File: config.mk
export PLATFORM = sky130hd
export DESIGN_NAME = nsrc_select
export DESIGN_NICKNAME = d
export VERILOG_FILES = /design/src/pkg/nsrc_pkg.sv /design/src/rtl/nsrc_select.sv /design/src/rtl/nsrc_route.sv
export VERILOG_INCLUDE_DIRS = /design/src /design/src/pkg
export SDC_FILE = /design/constraint.sdc
export NUM_CORES = 1
export LEC_CHECK = 0
export BUFFER_PORTS_ARGS = -buffer_cell sky130_fd_sc_hd__buf_4
export CORE_MARGIN = 3
export CORE_UTILIZATION = 38
export DETAILED_ROUTE_END_ITERATION = 7
export MAX_ROUTING_LAYER = met4
export PLACE_DENSITY = 0.79
export SLEW_MARGIN = 10
export SYNTH_ARGS = -nofsm -noshare
export SYNTH_HDL_FRONTEND = slang
export SYNTH_SLANG_ARGS = --single-unit
File: constraint.sdc
create_clock -name I_REF_CLK -period 2.2 [get_ports I_REF_CLK]
set_clock_uncertainty 0.15 [all_clocks]
set_input_delay 0.44 -clock I_REF_CLK [delete_from_list [all_inputs] [get_ports I_REF_CLK]]
set_output_delay 0.44 -clock I_REF_CLK [all_outputs]
set_load 0.01 [all_outputs]
File: src/pkg/nsrc_defines.svh
// Constants for the network command-source selector.
// Assumes inclusion by the selector package and design files only.
`ifndef NSRC_DEFINES_SVH
`define NSRC_DEFINES_SVH
`define NSRC_RUN_SRC_NET      1'h0
`define NSRC_SPEED_SRC_NET    2'h0
`define NSRC_PWS_RUN_WRITE    2'h2
`define NSRC_OPMODE_INTERLOCK 4'h7
`define NSRC_FUNC_SWITCH      7'h43
`define NSRC_FUNC_INTERLOCK   7'h0C
`define NSRC_FUNC_W           7
`define NSRC_TERM_N           5
`define NSRC_SPEED_W          16
`define NSRC_NFUNC            4
`define NSRC_IDX_START        0
`define NSRC_IDX_JOG          1
`define NSRC_IDX_STOP         2
`define NSRC_IDX_RESET        3
`define NSRC_RST_RUN_SRC      1'h0
`define NSRC_RST_SPEED_SRC    2'h0
`endif

File: src/pkg/nsrc_pkg.sv
// Types for the network command-source selector.
// Assumes the constants header is on the include path.
`include "nsrc_defines.svh"
package nsrc_pkg;
	typedef enum logic [1:0] {
		NSRC_ROUTE_EXT,
		NSRC_ROUTE_NET,
		NSRC_ROUTE_COMB,
		NSRC_ROUTE_NONE
	} nsrc_route_e;
endpackage

File: src/rtl/nsrc_select.sv
// Command-source selector for network operation of a motor drive.
// Assumes all inputs are synchronous to I_REF_CLK; the serial link decoder is outside.
// Behaviour
// - Run source: 0 network, 1 terminals.
// - Speed source: 0 network, 1 or 2 terminals.
// - External-only functions ignore network commands.
// - Network-only functions ignore terminal inputs.
// - Combined functions honour terminal and network.
// - Invalid functions ignore both sources.
// - Output stop becomes interlock in mode 7 unless a terminal is coded 12 (interlock).
// - Network source follows comm source selection.
// - Mode-2 writes while running apply after stop.
// - Source switch toggles start and speed sources.
// - Switch active only on terminals coded 67.
// - Switch off forces terminal start and speed.
// - Switch unassigned or on follows selections.
// - Switch changes apply only while stopped.
// - Switch off rejects network reset requests.
// - Host commands over serial link are served.
`include "nsrc_defines.svh"
module nsrc_select
	import nsrc_pkg::*;
(
	input  wire logic                                      I_REF_CLK,
	input  wire logic                                      I_RESETN,
	input  wire logic                                      I_NET_MODE,
	input  wire logic                                      I_STOPPED,
	input  wire logic                                      I_PARAM_WR,
	input  wire logic                                      I_RUN_SRC_SEL,
	input  wire logic [1:0]                                I_SPEED_SRC_SEL,
	input  wire logic [1:0]                                I_PARAM_WRITE_SEL,
	input  wire logic [3:0]                                I_OP_MODE_SEL,
	input  wire logic [1:0]                                I_COMM_SRC_SEL,
	input  wire logic [`NSRC_TERM_N*`NSRC_FUNC_W-1:0]      I_INPUT_FUNC_SEL,
	input  wire logic [`NSRC_TERM_N-1:0]                   I_TERM_LEVEL,
	input  wire logic                                      I_TERM_START_CMD,
	input  wire logic                                      I_NET_START_CMD,
	input  wire logic                                      I_TERM_JOG_CMD,
	input  wire logic                                      I_NET_JOG_CMD,
	input  wire logic                                      I_TERM_STOP_CMD,
	input  wire logic                                      I_NET_STOP_CMD,
	input  wire logic                                      I_TERM_RESET_REQ,
	input  wire logic                                      I_NET_RESET_REQ,
	input  wire logic [`NSRC_SPEED_W-1:0]                  I_TERM_SPEED,
	input  wire logic [`NSRC_SPEED_W-1:0]                  I_NET_SPEED,
	output logic                                           O_START_CMD,
	output logic                                           O_JOG_CMD,
	output logic                                           O_OUTPUT_STOP,
	output logic                                           O_PANEL_INTERLOCK,
	output logic                                           O_RESET_REQ,
	output logic [`NSRC_SPEED_W-1:0]                       O_SPEED_CMD,
	output logic                                           O_START_FROM_NET,
	output logic                                           O_SPEED_FROM_NET,
	output logic [1:0]                                     O_COMM_SRC,
	output logic                                           O_WRITE_REJECT
);
	logic                     sw_assigned;
	logic                     sw_on;
	logic                     il_assigned;
	logic                     wr_ok;
	logic                     run_pend_reg,  run_pend_next;
	logic [1:0]               spd_pend_reg,  spd_pend_next;
	logic                     sw_on_reg,     sw_on_next;
	logic                     start_net_reg, start_net_next;
	logic                     speed_net_reg, speed_net_next;
	logic                     interlock_role;
	nsrc_route_e              route [`NSRC_NFUNC];
	logic [`NSRC_NFUNC-1:0]   term_cmd;
	logic [`NSRC_NFUNC-1:0]   net_cmd;
	logic [`NSRC_NFUNC-1:0]   cmd;
	logic                     start_q_next, jog_q_next, stop_q_next, il_q_next, reset_q_next;
	logic [`NSRC_SPEED_W-1:0] speed_q_next;
	logic                     wr_rej_next;
	logic [1:0]               comm_src_next;

	// Find which terminals carry the source switch and the panel interlock.
	always_comb begin
		sw_assigned = 1'b0;
		sw_on       = 1'b0;
		il_assigned = 1'b0;
		for (int t = 0; t < `NSRC_TERM_N; t++) begin
			if (I_INPUT_FUNC_SEL[t*`NSRC_FUNC_W +: `NSRC_FUNC_W] == `NSRC_FUNC_SWITCH) begin
				sw_assigned = 1'b1;
				sw_on       = sw_on | I_TERM_LEVEL[t];
			end
			if (I_INPUT_FUNC_SEL[t*`NSRC_FUNC_W +: `NSRC_FUNC_W] == `NSRC_FUNC_INTERLOCK) begin
				il_assigned = 1'b1;
			end
		end
	end

	// Selection writes, taken while running in mode 2 only, and the effective sources, frozen while running.
	always_comb begin
		wr_ok          = I_STOPPED || (I_PARAM_WRITE_SEL == `NSRC_PWS_RUN_WRITE);
		run_pend_next  = run_pend_reg;
		spd_pend_next  = spd_pend_reg;
		if (I_PARAM_WR && wr_ok) begin
			run_pend_next = I_RUN_SRC_SEL;
			spd_pend_next = I_SPEED_SRC_SEL;
		end
		sw_on_next     = sw_on_reg;
		start_net_next = start_net_reg;
		speed_net_next = speed_net_reg;
		if (I_STOPPED) begin
			sw_on_next = sw_on;
			if (!I_NET_MODE) begin
				start_net_next = 1'b0;
				speed_net_next = 1'b0;
			end else if (sw_assigned && !sw_on) begin
				start_net_next = 1'b0;
				speed_net_next = 1'b0;
			end else begin
				start_net_next = (run_pend_reg == `NSRC_RUN_SRC_NET);
				speed_net_next = (spd_pend_reg == `NSRC_SPEED_SRC_NET);
			end
		end
	end

	always_ff @(posedge I_REF_CLK or negedge I_RESETN) begin
		if (!I_RESETN) begin
			run_pend_reg  <= `NSRC_RST_RUN_SRC;
			spd_pend_reg  <= `NSRC_RST_SPEED_SRC;
			sw_on_reg     <= 1'b0;
			start_net_reg <= 1'b0;
			speed_net_reg <= 1'b0;
		end else begin
			run_pend_reg  <= run_pend_next;
			spd_pend_reg  <= spd_pend_next;
			sw_on_reg     <= sw_on_next;
			start_net_reg <= start_net_next;
			speed_net_reg <= speed_net_next;
		end
	end

	// Source class of each gated function.
	always_comb begin
		interlock_role = (I_OP_MODE_SEL == `NSRC_OPMODE_INTERLOCK) && !il_assigned;
		route[`NSRC_IDX_START] = start_net_reg ? NSRC_ROUTE_NET : NSRC_ROUTE_EXT;
		route[`NSRC_IDX_JOG]   = start_net_reg ? NSRC_ROUTE_NONE : NSRC_ROUTE_EXT;
		if (interlock_role || !start_net_reg) begin
			route[`NSRC_IDX_STOP] = NSRC_ROUTE_EXT;
		end else begin
			route[`NSRC_IDX_STOP] = NSRC_ROUTE_COMB;
		end
		// A held-off switch blocks resets from the link.
		if (sw_assigned && !sw_on_reg) begin
			route[`NSRC_IDX_RESET] = NSRC_ROUTE_EXT;
		end else begin
			route[`NSRC_IDX_RESET] = NSRC_ROUTE_COMB;
		end
	end

	assign term_cmd = {I_TERM_RESET_REQ, I_TERM_STOP_CMD, I_TERM_JOG_CMD, I_TERM_START_CMD};
	assign net_cmd  = {I_NET_RESET_REQ, I_NET_STOP_CMD, I_NET_JOG_CMD, I_NET_START_CMD};

	for (genvar f = 0; f < `NSRC_NFUNC; f++) begin : g_func
		nsrc_route u_route (
			.i_route (route[f]),
			.i_term  (term_cmd[f]),
			.i_net   (net_cmd[f]),
			.o_cmd   (cmd[f])
		);
	end

	// Output values; network commands are those decoded from the host link.
	always_comb begin
		start_q_next  = cmd[`NSRC_IDX_START];
		jog_q_next    = cmd[`NSRC_IDX_JOG];
		stop_q_next   = interlock_role ? 1'b0 : cmd[`NSRC_IDX_STOP];
		il_q_next     = interlock_role ? cmd[`NSRC_IDX_STOP] : 1'b0;
		reset_q_next  = cmd[`NSRC_IDX_RESET];
		speed_q_next  = speed_net_reg ? I_NET_SPEED : I_TERM_SPEED;
		wr_rej_next   = I_PARAM_WR && !wr_ok;
		comm_src_next = I_COMM_SRC_SEL;
	end

	always_ff @(posedge I_REF_CLK or negedge I_RESETN) begin
		if (!I_RESETN) begin
			O_START_CMD       <= 1'b0;
			O_JOG_CMD         <= 1'b0;
			O_OUTPUT_STOP     <= 1'b0;
			O_PANEL_INTERLOCK <= 1'b0;
			O_RESET_REQ       <= 1'b0;
			O_SPEED_CMD       <= '0;
			O_START_FROM_NET  <= 1'b0;
			O_SPEED_FROM_NET  <= 1'b0;
			O_COMM_SRC        <= 2'h0;
			O_WRITE_REJECT    <= 1'b0;
		end else begin
			O_START_CMD       <= start_q_next;
			O_JOG_CMD         <= jog_q_next;
			O_OUTPUT_STOP     <= stop_q_next;
			O_PANEL_INTERLOCK <= il_q_next;
			O_RESET_REQ       <= reset_q_next;
			O_SPEED_CMD       <= speed_q_next;
			O_START_FROM_NET  <= start_net_reg;
			O_SPEED_FROM_NET  <= speed_net_reg;
			O_COMM_SRC        <= comm_src_next;
			O_WRITE_REJECT    <= wr_rej_next;
		end
	end
endmodule

File: src/rtl/nsrc_route.sv
// One command function gated by its source class.
// Assumes the class and both command levels are already synchronous.
module nsrc_route
	import nsrc_pkg::*;
(
	input  wire nsrc_route_e i_route,
	input  wire logic        i_term,
	input  wire logic        i_net,
	output logic             o_cmd
);
	always_comb begin
		case (i_route)
			NSRC_ROUTE_EXT:  o_cmd = i_term;
			NSRC_ROUTE_NET:  o_cmd = i_net;
			NSRC_ROUTE_COMB: o_cmd = i_term | i_net;
			default:         o_cmd = 1'b0;
		endcase
	end
endmodule

==> metrics.cfg <==
[cts]
ctsRootBufferMaster = clkbuf_8
cts_setup_buffers = 0
cts_inserted_buffers = 5
clk_latency_ps = 270
cts_htree_levels = 2
holdBufCountCts = 1
cts_resized = 0
cts_buffer_depth = 2
cts_tree = built
cts.sinks = 32
clk_pin_slew_ps = 60

[synth]
ys.flop_type = dfrtp_1
synth_fp_nets = 203
syn_inst = 107
syn_area_um2 = 1450
postSynth.asyncResetShare = 1.00
synth_edf_count = 0
synth.area.top_cells = dfrtp_1 55%, mux2_2 15%, nor4_4 4.4%
ys_ff_latch = 32
yosysMostFrequentCell = dfrtp_1
yosys_warnings = 0
yosysTopAreaCell = dfrtp_1
synth_common_cells = 32 x dfrtp_1, 20 x mux2_2, 6 x nand2_1, 6 x nor4_1
postSynthAreaPerCell_um2 = 13.6
synth_top_cell_area_share = 0.551
synth.distinct_cells = 28
ys_seq_area_frac = 0.551

[cells_and_area]
drive_gt1_frac = 0.662
multi_input_area_um2 = 634
regArea_um2 = 801
n_fill_cell = 269
syn2layout_area_growth_pct = 72.3
layout.nets = 329
antenna_cells = 0
largest_register_ffs = 16

[floorplanning]
die-area_um2 = 4600
die_w_um = 67.9
row_count = 21
die_h_um = 67.9
design.core.area_um2 = 3490
start_util = 0.416
ios = 122

[sta]
finalCriticalPeriod_ps = 1800
slew_headroom = 0.538
tightest_slew_ps = 693
post-route-period-util = 0.820
finalSetupViolCount = 0
rsz0062_at_grt = no
max_freq_ghz = 0.554
hold_viol = 0
setup_tns_ps = 0
holdWs_ps = 130
drv_slew = 0

[critical_path]
critPathLaunchType = input pin
crit_required_ps = 2200
worst_setup_path_end_kind = register
arrival_ps = 1800
cp_max_fo = 2
critical_path_class = input pin to register

[power]
power_density_nw_per_um2 = 580
power.leakage_nw = 1.21
irDropWorstVdd_mv = 0.244
power_frac_clock = 0.302
p_int_mw = 1.12
power_mw = 1.45
p_sw_uw = 333
switching_share = 0.229
seqPwrFrac = 0.468
power_frac_comb = 0.230

[drt]
wire_per_inst_um = 14.6
wl_um = 4080
drt-vias-per-instance = 4.87
via_count = 1363
post-route-drc-count = 0
postRouteAntennaNets = 0
drtIter0Drc = 33
dr.pass1.iters = 3

[outcome]
outcome = finished clean

[placement]
io_buffers = 120
hpwl_um = 3470
place_congestion = 0.775

[grt]
grt-ovfl-total = 0
grt.total_usage = 0.175
antenna_found_initial = 0
grt_max_degree = 33
grt_pass1_vias = 1422
grt_pass1_wl_um = 5880

[hold_path]
hp-class = input pin to register

[run]
drv_cap = 0

==> per-stage QoR <==
stage | instances | cell area (µm²) | worst slack, ps | utilization
floorplan | 107 | 1450 | 372 | -
global placement | 271 | 2400 | 160 | 0.688
detailed placement | 271 | 2400 | 124 | 0.688
CTS | 280 | 2500 | 400 | 0.717
global route | 280 | 2500 | 373 | 0.717
finish | 280 | 2500 | 396 | 0.717
==> logic make-up (layout without fill, tap and decap cells) <==
logic type	after synthesis	count (layout)	synth area share
flops	32	32	0.551
simple gates	42	42	0.218
buf+inv	5	132	0.0129
mux	20	20	0.155
compound gates	8	8	0.0637
==> routing by layer <==
layer,global-route usage,part of all wire,vias up
li1,-,-,652
met5,-,0,-
met4,0.0447,0.013,0
met2,0.324,0.51,90
met3,0.0558,0.12,6
met1,0.179,0.35,615
==> final timing paths <==
| path | from | to | slack (ps) | depth (start not counted) |
|---|---|---|---|---|
| setup / recovery | I_INPUT_FUNC_SEL[9] | start_net_reg | 400 | 6 |
| hold / removal | I_COMM_SRC_SEL[0] | O_COMM_SRC[0] | 130 | 1 |
| setup reg to reg | speed_net_reg | O_SPEED_CMD[7] | 730 | 1 |
| hold reg to reg | start_net_reg | O_START_FROM_NET | 320 | 0 |
| max in group asynchronous | I_RESETN | run_pend_reg | 1130 | 2 |
| min in group asynchronous | I_RESETN | O_SPEED_CMD[4] | 490 | 2 |
==> layout make-up <==
| cell class | instances | share of cell area |
|---|---|---|
| repair buffers | 121 | 0.364 |
| flip-flops and latches | 32 | 0.320 |
| multi-input cells | 70 | 0.253 |
| clock buffers | 8 | 0.0360 |
| well taps | 46 | 0.0230 |
| inverters | 3 | 0.00450 |
==> power groups by stage <==
stage / clock [mW] / sequential [mW] / combinational [mW]
floorplan: 0 / 0.701 / 0.0903
global placement: 0 / 0.688 / 0.326
detailed placement: 0 / 0.692 / 0.336
CTS: 0.454 / 0.681 / 0.338
global route: 0.482 / 0.687 / 0.359
finish: 0.439 / 0.680 / 0.334
==> placed cells by master, fill, tap and decap left out <==
cell | synthesis | routed
mux2_2 | 20 | 20
nor3_1 | 1 | 1
o2bb2ai_1 | 1 | 1
nor3b_1 | 2 | 2
a22o_1 | 1 | 1
clkbuf_1 | 1 | 2
nor2b_1 | 2 | 2
and2_1 | 2 | 2
o41ai_2 | 1 | 1
a2111oi_4 | 1 | 1
nor2_1 | 5 | 5
nor4_1 | 6 | 6
inv_1 | 3 | 3
nand3_1 | 2 | 2
dfrtp_1 | 32 | 32
buf_4 | 0 | 120
nand4b_1 | 5 | 5
nand4_1 | 2 | 2
nor4b_1 | 1 | 1
o32ai_2 | 1 | 1
nand2_1 | 6 | 6
o21ai_1 | 1 | 1
a21oi_1 | 2 | 2
dlygate4sd3_1 | 0 | 1
or3b_1 | 1 | 1
and4b_1 | 1 | 1
clkbuf_8 | 0 | 6
or3b_4 | 2 | 2
nor4_2 | 1 | 1
nor4_4 | 3 | 3
==> critical path, stage by stage <==
cell,delay (ps)
buf_4,110
or3b_1,420
nor4_4,200
nor4_2,100
a2111oi_4,410
o32ai_2,120
Power figures use the tool's default switching activity.
